### config.mk
export PLATFORM = sky130hd
export DESIGN_NAME = drc_ctrl
export DESIGN_NICKNAME = d
export VERILOG_FILES = /design/src/pkg/drc_pkg.sv /design/src/rtl/drc_ref_timer.sv /design/src/rtl/drc_ctrl.sv
export SDC_FILE = /design/constraint.sdc
export NUM_CORES = 1
export LEC_CHECK = 0
export BUFFER_PORTS_ARGS = -buffer_cell sky130_fd_sc_hd__buf_2
export CORE_AREA = 2 2 101 113
export DETAILED_ROUTE_END_ITERATION = 10
export DIE_AREA = 0 0 103 115
export GPL_ROUTABILITY_DRIVEN = 0
export PLACE_DENSITY = 0.44
export REMOVE_ABC_BUFFERS = 1
export SETUP_SLACK_MARGIN = 0.2
export SYNTH_ARGS = -nofsm -noshare
export SYNTH_HDL_FRONTEND = slang
export SYNTH_SLANG_ARGS = --single-unit
### constraint.sdc
create_clock -name clock -period 2.8 [get_ports clock]
set_input_delay 0.56 -clock clock [delete_from_list [all_inputs] [get_ports clock]]
set_output_delay 0.56 -clock clock [all_outputs]
set_load 0.1 [all_outputs]
### src/pkg/drc_pkg.sv
// Shared constants and carriers for the strobed dynamic RAM controller
package drc_pkg;

  // Clock period in picoseconds (200 MHz)
  localparam int unsigned CLK_PERIOD_PS = 5000;

  // Array geometry
  localparam int unsigned ADDR_W    = 12;     // Cell address width
  localparam int unsigned ROW_W     = 6;      // Refresh row address width
  localparam int unsigned ROW_COUNT = 64;     // Rows to visit per interval
  localparam int unsigned WORDS     = 4096;   // Words in the array

  // Documented times, figures as printed
  localparam int unsigned T_REF_MS       = 2;    // Refresh interval, standard grade
  localparam int unsigned T_REF_SLOW_MS  = 1;    // Refresh interval, slowest grade
  localparam int unsigned T_AH_NS        = 150;  // Address hold time
  localparam int unsigned T_CF_NS        = 130;  // Output release time
  localparam int unsigned T_RWC_NS       = 650;  // Combined cycle time, standard
  localparam int unsigned T_RWC_SLOW_NS  = 960;  // Combined cycle time, slowest
  localparam int unsigned T_CE_NS        = 300;  // Strobe high time, read/write
  localparam int unsigned T_CC_NS        = 130;  // Strobe low time
  localparam int unsigned T_CO_NS        = 280;  // Strobe to output delay
  localparam int unsigned T_CRW_NS       = 480;  // Strobe width in combined cycle
  localparam int unsigned T_WP_NS        = 180;  // Write strobe pulse width

  // Cycle counts; minima round up
  localparam int unsigned AH_CYC   = (T_AH_NS * 1000 + CLK_PERIOD_PS - 1) / CLK_PERIOD_PS;
  localparam int unsigned CE_CYC   = (T_CE_NS * 1000 + CLK_PERIOD_PS - 1) / CLK_PERIOD_PS;
  localparam int unsigned CC_CYC   = (T_CC_NS * 1000 + CLK_PERIOD_PS - 1) / CLK_PERIOD_PS;
  localparam int unsigned CF_CYC   = (T_CF_NS * 1000 + CLK_PERIOD_PS - 1) / CLK_PERIOD_PS;
  localparam int unsigned CO_CYC   = (T_CO_NS * 1000 + CLK_PERIOD_PS - 1) / CLK_PERIOD_PS;
  localparam int unsigned CRW_CYC  = (T_CRW_NS * 1000 + CLK_PERIOD_PS - 1) / CLK_PERIOD_PS;
  localparam int unsigned WP_CYC   = (T_WP_NS * 1000 + CLK_PERIOD_PS - 1) / CLK_PERIOD_PS;
  localparam int unsigned RWC_CYC  = (T_RWC_NS * 1000 + CLK_PERIOD_PS - 1) / CLK_PERIOD_PS;
  // Refresh interval split over all rows; a longest time rounds down
  localparam int unsigned REF_CYC  = (T_REF_MS * 1000000000 / CLK_PERIOD_PS);
  localparam int unsigned ROW_GAP_CYC = REF_CYC / ROW_COUNT;

  // Timer width wide enough for every count
  localparam int unsigned TMR_W = 16;

  // Values after reset
  localparam logic [ROW_W-1:0] ROW_RESET = 6'h00;

  // Host request carrier
  typedef struct packed {
    logic              wr;     // 1 write, 0 read
    logic              read_modify_write_cycle;    // Combined read then write
    logic [ADDR_W-1:0] addr;   // Cell address
    logic              wdata;  // Bit to write
  } drc_req_s;

  // Pins toward the memory
  typedef struct packed {
    logic              strobe;    // Cycle strobe, active high
    logic              sel_n;     // Unit select, active low
    logic              wen_n;     // Write strobe, active low
    logic [ADDR_W-1:0] addr;      // Cell address lines
    logic              din;       // Data input to the memory
  } drc_pins_s;

endpackage : drc_pkg

### src/rtl/drc_ref_timer.sv
`timescale 1ns/1ps
// Refresh interval timer and row pointer
module drc_ref_timer
  import drc_pkg::*;
#(
  parameter int unsigned ROW_GAP = ROW_GAP_CYC  // Cycles between row refreshes
) (
  input  wire logic             clock,
  input  wire logic             srst,
  input  wire logic             done,      // Row refresh finished
  output logic                  due,       // A row is owed a refresh
  output logic [ROW_W-1:0]      row        // Next row to refresh
);

  logic [TMR_W-1:0] tick;  // Counts toward the next row slot

  // Raise a request once per slot; the slot sets over a same-cycle done
  always_ff @(posedge clock) begin
    if (srst) begin
      tick <= '0;
      due  <= 1'b0;
    end else begin
      if (tick == TMR_W'(ROW_GAP - 1)) begin
        tick <= '0;
        due  <= 1'b1;
      end else begin
        tick <= tick + TMR_W'(1);
        if (done) begin
          due <= 1'b0;
        end
      end
    end
  end

  // Walk all rows in turn
  always_ff @(posedge clock) begin
    if (srst) begin
      row <= ROW_RESET;
    end else if (done) begin
      row <= row + ROW_W'(1);
    end
  end

endmodule // drc_ref_timer

### src/rtl/drc_ctrl.sv
`timescale 1ns/1ps
module drc_ctrl
  import drc_pkg::*;
(
  input  wire logic     clock,
  input  wire logic     srst,
  input  wire drc_req_s req,        // Host request
  input  wire logic     req_valid,  // Request offered
  output logic          req_ready,  // Request taken this cycle
  output logic          rsp_valid,  // Read data valid, one cycle
  output logic          rsp_data,   // Read bit, true polarity
  output drc_pins_s     pins,       // Drive toward the memory
  input  wire logic     dout_pin,   // Memory data output pin
  output logic          busy        // Cycle in progress
);

  typedef enum {ST_IDLE, ST_HIGH, ST_WLOW, ST_LOW} drc_state_e;

  drc_state_e       state;       // Cycle phase
  logic [TMR_W-1:0] cnt;         // Phase timer
  logic             is_ref;      // Current cycle is a refresh
  logic             is_rmw;      // Current cycle is combined
  logic             is_wr;       // Current cycle is a plain write
  logic             dout_s1;     // Synchroniser first stage
  logic             dout_s2;     // Synchronised data output
  logic             ref_due;     // Timer asks for a refresh
  logic             ref_done;    // Refresh cycle ends
  logic [ROW_W-1:0] ref_row;     // Row to refresh
  logic [TMR_W-1:0] high_cyc;    // Strobe high length for this cycle

  // Row pacing; 64 slots per interval keep every row inside the limit
  drc_ref_timer u_ref (
    .clock (clock),
    .srst  (srst),
    .done  (ref_done),
    .due   (ref_due),
    .row   (ref_row)
  );

  // Two flops before the pin is read
  always_ff @(posedge clock) begin
    if (srst) begin
      dout_s1 <= 1'b0;
      dout_s2 <= 1'b0;
    end else begin
      dout_s1 <= dout_pin;
      dout_s2 <= dout_s1;
    end
  end

  // Combined cycles keep the strobe up longer
  always_comb begin
    high_cyc = is_rmw ? TMR_W'(CRW_CYC) : TMR_W'(CE_CYC);
  end

  assign ref_done = (state == ST_LOW) && (cnt == '0) && is_ref;

  // Cycle sequencer; refresh takes priority over host work
  always_ff @(posedge clock) begin
    if (srst) begin
      state  <= ST_IDLE;
      cnt    <= '0;
      is_ref <= 1'b0;
      is_rmw <= 1'b0;
      is_wr  <= 1'b0;
      pins   <= '{strobe: 1'b0, sel_n: 1'b1, wen_n: 1'b1, addr: '0, din: 1'b0};
      req_ready <= 1'b0;
    end else begin
      req_ready <= 1'b0;
      case (state)
        ST_IDLE: begin
          if (ref_due) begin
            // Read at the row; select left high
            is_ref       <= 1'b1;
            is_rmw       <= 1'b0;
            is_wr        <= 1'b0;
            pins.addr    <= {{(ADDR_W-ROW_W){1'b0}}, ref_row};
            pins.sel_n   <= 1'b1;
            pins.wen_n   <= 1'b1;
            pins.strobe  <= 1'b1;
            // Full width: the strobe falls CE_CYC + 1 edges after the rise
            cnt          <= TMR_W'(CE_CYC);
            state        <= ST_HIGH;
          end else if (req_valid && !req_ready) begin
            is_ref       <= 1'b0;
            is_rmw       <= req.read_modify_write_cycle;
            is_wr        <= req.wr && !req.read_modify_write_cycle;
            pins.addr    <= req.addr;
            pins.sel_n   <= 1'b0;
            // Early write: data and write strobe set with the rise
            pins.wen_n   <= !(req.wr && !req.read_modify_write_cycle);
            pins.din     <= req.wdata;
            pins.strobe  <= 1'b1;
            req_ready    <= 1'b1;
            // No minus one here, so the strobe stays up one cycle past its minimum
            cnt          <= req.read_modify_write_cycle ? TMR_W'(CRW_CYC) : TMR_W'(CE_CYC);
            state        <= ST_HIGH;
          end
        end
        ST_HIGH: begin
          // Hold address well beyond the hold time while high
          if (is_rmw && cnt == high_cyc - TMR_W'(CO_CYC + 2)) begin
            pins.wen_n <= 1'b0;  // Data now valid, write back
          end
          if (cnt == '0) begin
            pins.strobe <= 1'b0;
            pins.wen_n  <= 1'b1;
            // Low time covers precharge, release and the combined spacing
            cnt   <= TMR_W'(CF_CYC + RWC_CYC - CRW_CYC - 1);
            state <= ST_LOW;
          end else begin
            cnt <= cnt - TMR_W'(1);
          end
        end
        ST_LOW: begin
          pins.sel_n <= 1'b1;
          if (cnt == '0) begin
            state <= ST_IDLE;
          end else begin
            cnt <= cnt - TMR_W'(1);
          end
        end
        default: state <= ST_IDLE;
      endcase
    end
  end

  // Capture the read bit near the strobe fall; the pin reads inverted
  always_ff @(posedge clock) begin
    if (srst) begin
      rsp_valid <= 1'b0;
      rsp_data  <= 1'b0;
    end else begin
      rsp_valid <= (state == ST_HIGH) && (cnt == '0) && !is_ref && !is_wr;
      rsp_data  <= !dout_s2;
    end
  end

  // Busy mirrors any cycle in flight
  always_ff @(posedge clock) begin
    if (srst) begin
      busy <= 1'b0;
    end else begin
      busy <= (state != ST_IDLE) || ref_due;
    end
  end

  // Write strobe may fall only once the strobe has been high the output delay;
  // the low phase outlasts that delay, so an early fall sees a low strobe here
  a_rmw_wen_hold: assert property (@(posedge clock) disable iff (srst)
    $fell(pins.wen_n) && is_rmw |-> $past(pins.strobe, CO_CYC))
    else $error("write strobe fell before output was valid");

  // Select is low with the strobe on host cycles
  a_sel_on_rise: assert property (@(posedge clock) disable iff (srst)
    $rose(pins.strobe) && !is_ref |-> !pins.sel_n)
    else $error("select not low at strobe rise");

  // Address holds steady while strobe is high
  a_addr_hold: assert property (@(posedge clock) disable iff (srst)
    pins.strobe && $past(pins.strobe) |-> $stable(pins.addr))
    else $error("address moved during strobe high");

  // Refresh address lies in the low six bits
  a_ref_row: assert property (@(posedge clock) disable iff (srst)
    $rose(pins.strobe) && is_ref |-> pins.addr[ADDR_W-1:ROW_W] == '0 && pins.wen_n)
    else $error("refresh address out of row range");

  // Strobe stays low at least 8 cycles after a fall
  a_low_gap: assert property (@(posedge clock) disable iff (srst)
    $fell(pins.strobe) |-> !pins.strobe [*8])
    else $error("strobe rose too soon after fall");

  // Early write: write strobe low at the rise, data set with it and then held
  a_early_wr: assert property (@(posedge clock) disable iff (srst)
    $rose(pins.strobe) && is_wr |-> !pins.wen_n ##1 $stable(pins.din))
    else $error("write data not set at strobe rise");

  // Read responses come only from read and combined cycles, never from plain writes or refresh
  a_rsp_src: assert property (@(posedge clock) disable iff (srst)
    rsp_valid |-> !$past(is_wr) && !$past(is_ref) && !pins.strobe)
    else $error("read data from a write cycle");

  // Refresh is served within a slot once owed
  a_ref_serve: assert property (@(posedge clock) disable iff (srst)
    $rose(ref_due) |-> ##[1:400] (state == ST_HIGH && is_ref))
    else $error("refresh not started in time");

endmodule // drc_ctrl

==> results.sh <==
export IMPL_vias=2756
export IMPL_drc_errors=0
export IMPL_post_cts_resized=0
export IMPL_htreeDepth=3
export IMPL_antenna_found_initial=0
export IMPL_globalRoute_busiestLayer="met2"
export IMPL_yosysWarnings=0
export IMPL_yosysSeqAreaShare=0.421
export IMPL_setup_ws_ns=0.534
export IMPL_synth_area_um2=3140
export IMPL_timing_rr_start="cnt[0]"
export IMPL_pre_cts_ws_ns=0.537
export IMPL_synthDistinctLibCells=57
export IMPL_crit_required_ns=3.00
export IMPL_hold_depth=1
export IMPL_cts_tree="done"
export IMPL_start_kind="flip-flop"
export IMPL_fin_skew_ns=0.00655
export IMPL_via_per_inst=4.99
export IMPL_portBuffers=38
export IMPL_fmax_mhz=441
export IMPL_synth_ff_type="dfxtp_1"
export IMPL_status="completed"
export IMPL_regToRegSetupSlack_ns=0.53
export IMPL_fillCellCount=1134
export IMPL_slew_limit_headroom=0.316
export IMPL_crit_arrival_ns=2.46
export IMPL_grt_util_met1=0.183
export IMPL_numCtsBuffers=9
export IMPL_grt_start_max_net_pins=27
export IMPL_gr_usage_met3=0.0304
export IMPL_worstHoldStart="dout_s2"
export IMPL_rsz0062_at_grt="false"
export IMPL_hold_violations=0
export IMPL_post_cts_buffers=0
export IMPL_netlist_instances=359
export IMPL_seq_area_um2=1320
export IMPL_fin_crit_sh=0.809
export IMPL_power_density_nw_per_um2=887
export IMPL_synth_area_leader_cell="dfxtp_1"
export IMPL_yosys_top_cells_count="66 x dfxtp_1, 57 x nor2_1, 19 x a21oi_1"
export IMPL_min_period_ns=2.27
export IMPL_r2r_end="cnt[2]"
export IMPL_multi_input_area_um2=1720
export IMPL_avgSynthCellArea_um2=8.75
export IMPL_worstMarginPinSlew_ns=1.02
export IMPL_dp_hpwl_um=5810
export IMPL_clk_latency_ns=0.33
export IMPL_grt_pass1_wl_um=13400
export IMPL_overflow=0
export IMPL_crit_type="flip-flop to flip-flop"
export IMPL_drt_wl_total_um=8060
export IMPL_yosys_top_cells_area="dfxtp_1 42%, nor2_1 6.8%, xor2_1 4.2%"
export IMPL_first_iter_violations=125
export IMPL_grtUsageMet2=0.238
export IMPL_drive_above_1_share=0.173
export IMPL_grt_total_usage=0.146
export IMPL_hold_end="rsp_data"
export IMPL_first_pass_iters=4
export IMPL_p_total_mw=3.37
export IMPL_synth_top_area_share=0.421
export IMPL_cp_startpoint="cnt[0]"
export IMPL_start_util=0.293
export IMPL_ff2ff_path_depth=7
export IMPL_cts_buffer_depth=2
export IMPL_core_um2=10700
export IMPL_syn_to_final_growth_pct=21.0
export IMPL_clk_pin_slew_ns=0.06
export IMPL_ys_seq_elements=66
export IMPL_fp_dieW_um=103
export IMPL_rows=40
export IMPL_die_area_um2=11800
export IMPL_detail_route_antenna_nets=0
export IMPL_antenna_cells=0
export IMPL_nets=430
export IMPL_crit_path_end_kind="flip-flop"
export IMPL_yosysMostFrequentCell="dfxtp_1"
export IMPL_power_leakage_nw=1.48
export IMPL_tns_ns=0
export IMPL_fp_dieH_um=115
export IMPL_cts_root_buf="clkbuf_16"
export IMPL_max_cap_violations=0
export IMPL_cts_sinks=66
export IMPL_vdd_drop_max_uv=353
export IMPL_async_flop_share=0
export IMPL_first_global_vias=2685
export IMPL_wire_per_inst_um=14.6
export IMPL_hold_path_class="flip-flop to flip-flop"
export IMPL_cts_hold_buf=0
export IMPL_boundaryPins=39
export IMPL_crit_fanout=10
export IMPL_drv_slew=0
export IMPL_setup_viol=0
export IMPL_synth_edf_count=0
worst max-delay path, cell delays in order, from the launching register on:
cell and delay, ns:
dfxtp_1 0.32, inv_1 0.14, ha_1 0.24, nor4b_1 0.51, nand4_4 0.26, a21oi_1 0.22, a21o_1 0.34, o32ai_1 0.12
how the worst max path moves through the flow:
| stage | depth (start not counted) | endpoint | slack, ns |
|---|---|---|---|
| finish | 7 | cnt[2] | 0.53 |
| global route | 7 | cnt[2] | 0.22 |
| CTS | 7 | cnt[2] | 0.52 |
| detailed placement | 7 | cnt[2] | 0.54 |
| global placement | 7 | cnt[2] | 0.61 |
| floorplan | 5 | pins[13] | 0.75 |
cell type report:
type                    count  share of cell area
multi-input cells         267               0.451
inverters                  12              0.0118
well taps                 147              0.0484
clock buffers              10              0.0628
flip-flops and latches     66               0.347
clock inverters             5              0.0145
repair buffers             45              0.0638
registers in the layout (all words and copies together) (netlist names):
signal      flops
req_ready       1
dout_s1         1
state           2
is_wr           1
u_ref.row       6
u_ref.due       1
is_ref          1
rsp_valid       1
cnt            16
u_ref.tick     16
pins           16
rsp_data        1
dout_s2         1
is_rmw          1
busy            1
metrics by stage:
step | std cells | area [µm²] | utilization | hold WS [ns]
after floorplan | 345 | 3080 | - | 0.365
after global placement | 537 | 3510 | 0.328 | 0.373
after detailed placement | 537 | 3510 | 0.328 | 0.371
after CTS | 552 | 3800 | 0.355 | 0.381
after global routing | 552 | 3800 | 0.355 | 0.399
final | 552 | 3800 | 0.355 | 0.381
layout by cell type, fill, tap and decap left out, types with 4 or more instances in the layout:
| cell type | Yosys | final |
|---|---|---|
| xor2_1 | 15 | 15 |
| xnor2_1 | 8 | 8 |
| o21ai_0 | 13 | 13 |
| nor2b_1 | 7 | 7 |
| or3_1 | 6 | 6 |
| a22o_1 | 7 | 7 |
| clkbuf_16 | 0 | 9 |
| ha_1 | 10 | 10 |
| nand2_1 | 12 | 12 |
| nand3_1 | 14 | 14 |
| nand2b_1 | 4 | 4 |
| dfxtp_1 | 66 | 66 |
| nor2_1 | 57 | 57 |
| nand4_1 | 12 | 12 |
| nor3_1 | 15 | 15 |
| buf_2 | 6 | 38 |
| a211oi_1 | 6 | 6 |
| buf_4 | 0 | 7 |
| inv_1 | 12 | 12 |
| a21oi_1 | 19 | 19 |
| mux2i_1 | 6 | 6 |
| nor4_1 | 7 | 7 |
where the power goes:
group | internal, mW | total (mW) | switching, mW | leakage (nW)
clock network | 0.705 | 1.12 | 0.417 | 0.140
registers | 1.03 | 1.14 | 0.108 | 0.539
logic | 0.332 | 1.11 | 0.776 | 0.803
total | 2.07 | 3.37 | 1.30 | 1.48
logic make-up (layout without fill, tap and decap cells):
kind of cell    after synthesis  after routing  share of synthesized area
simple gates                155            155                      0.259
compound gates               71             71                      0.157
flops                        66             66                      0.421
buf+inv                      26             72                     0.0334
xor+xnor                     23             23                     0.0641
fa+ha+maj                    10             10                     0.0398
mux                           8              8                     0.0263
per-layer routing:
layer | part of all wire | routed length, µm
met4 | 0.023 | 184
met2 | 0.48 | 3900
met3 | 0.038 | 310
met5 | 0 | 0
met1 | 0.46 | 3670
Note: power is estimated with default switching activity, not from simulation.
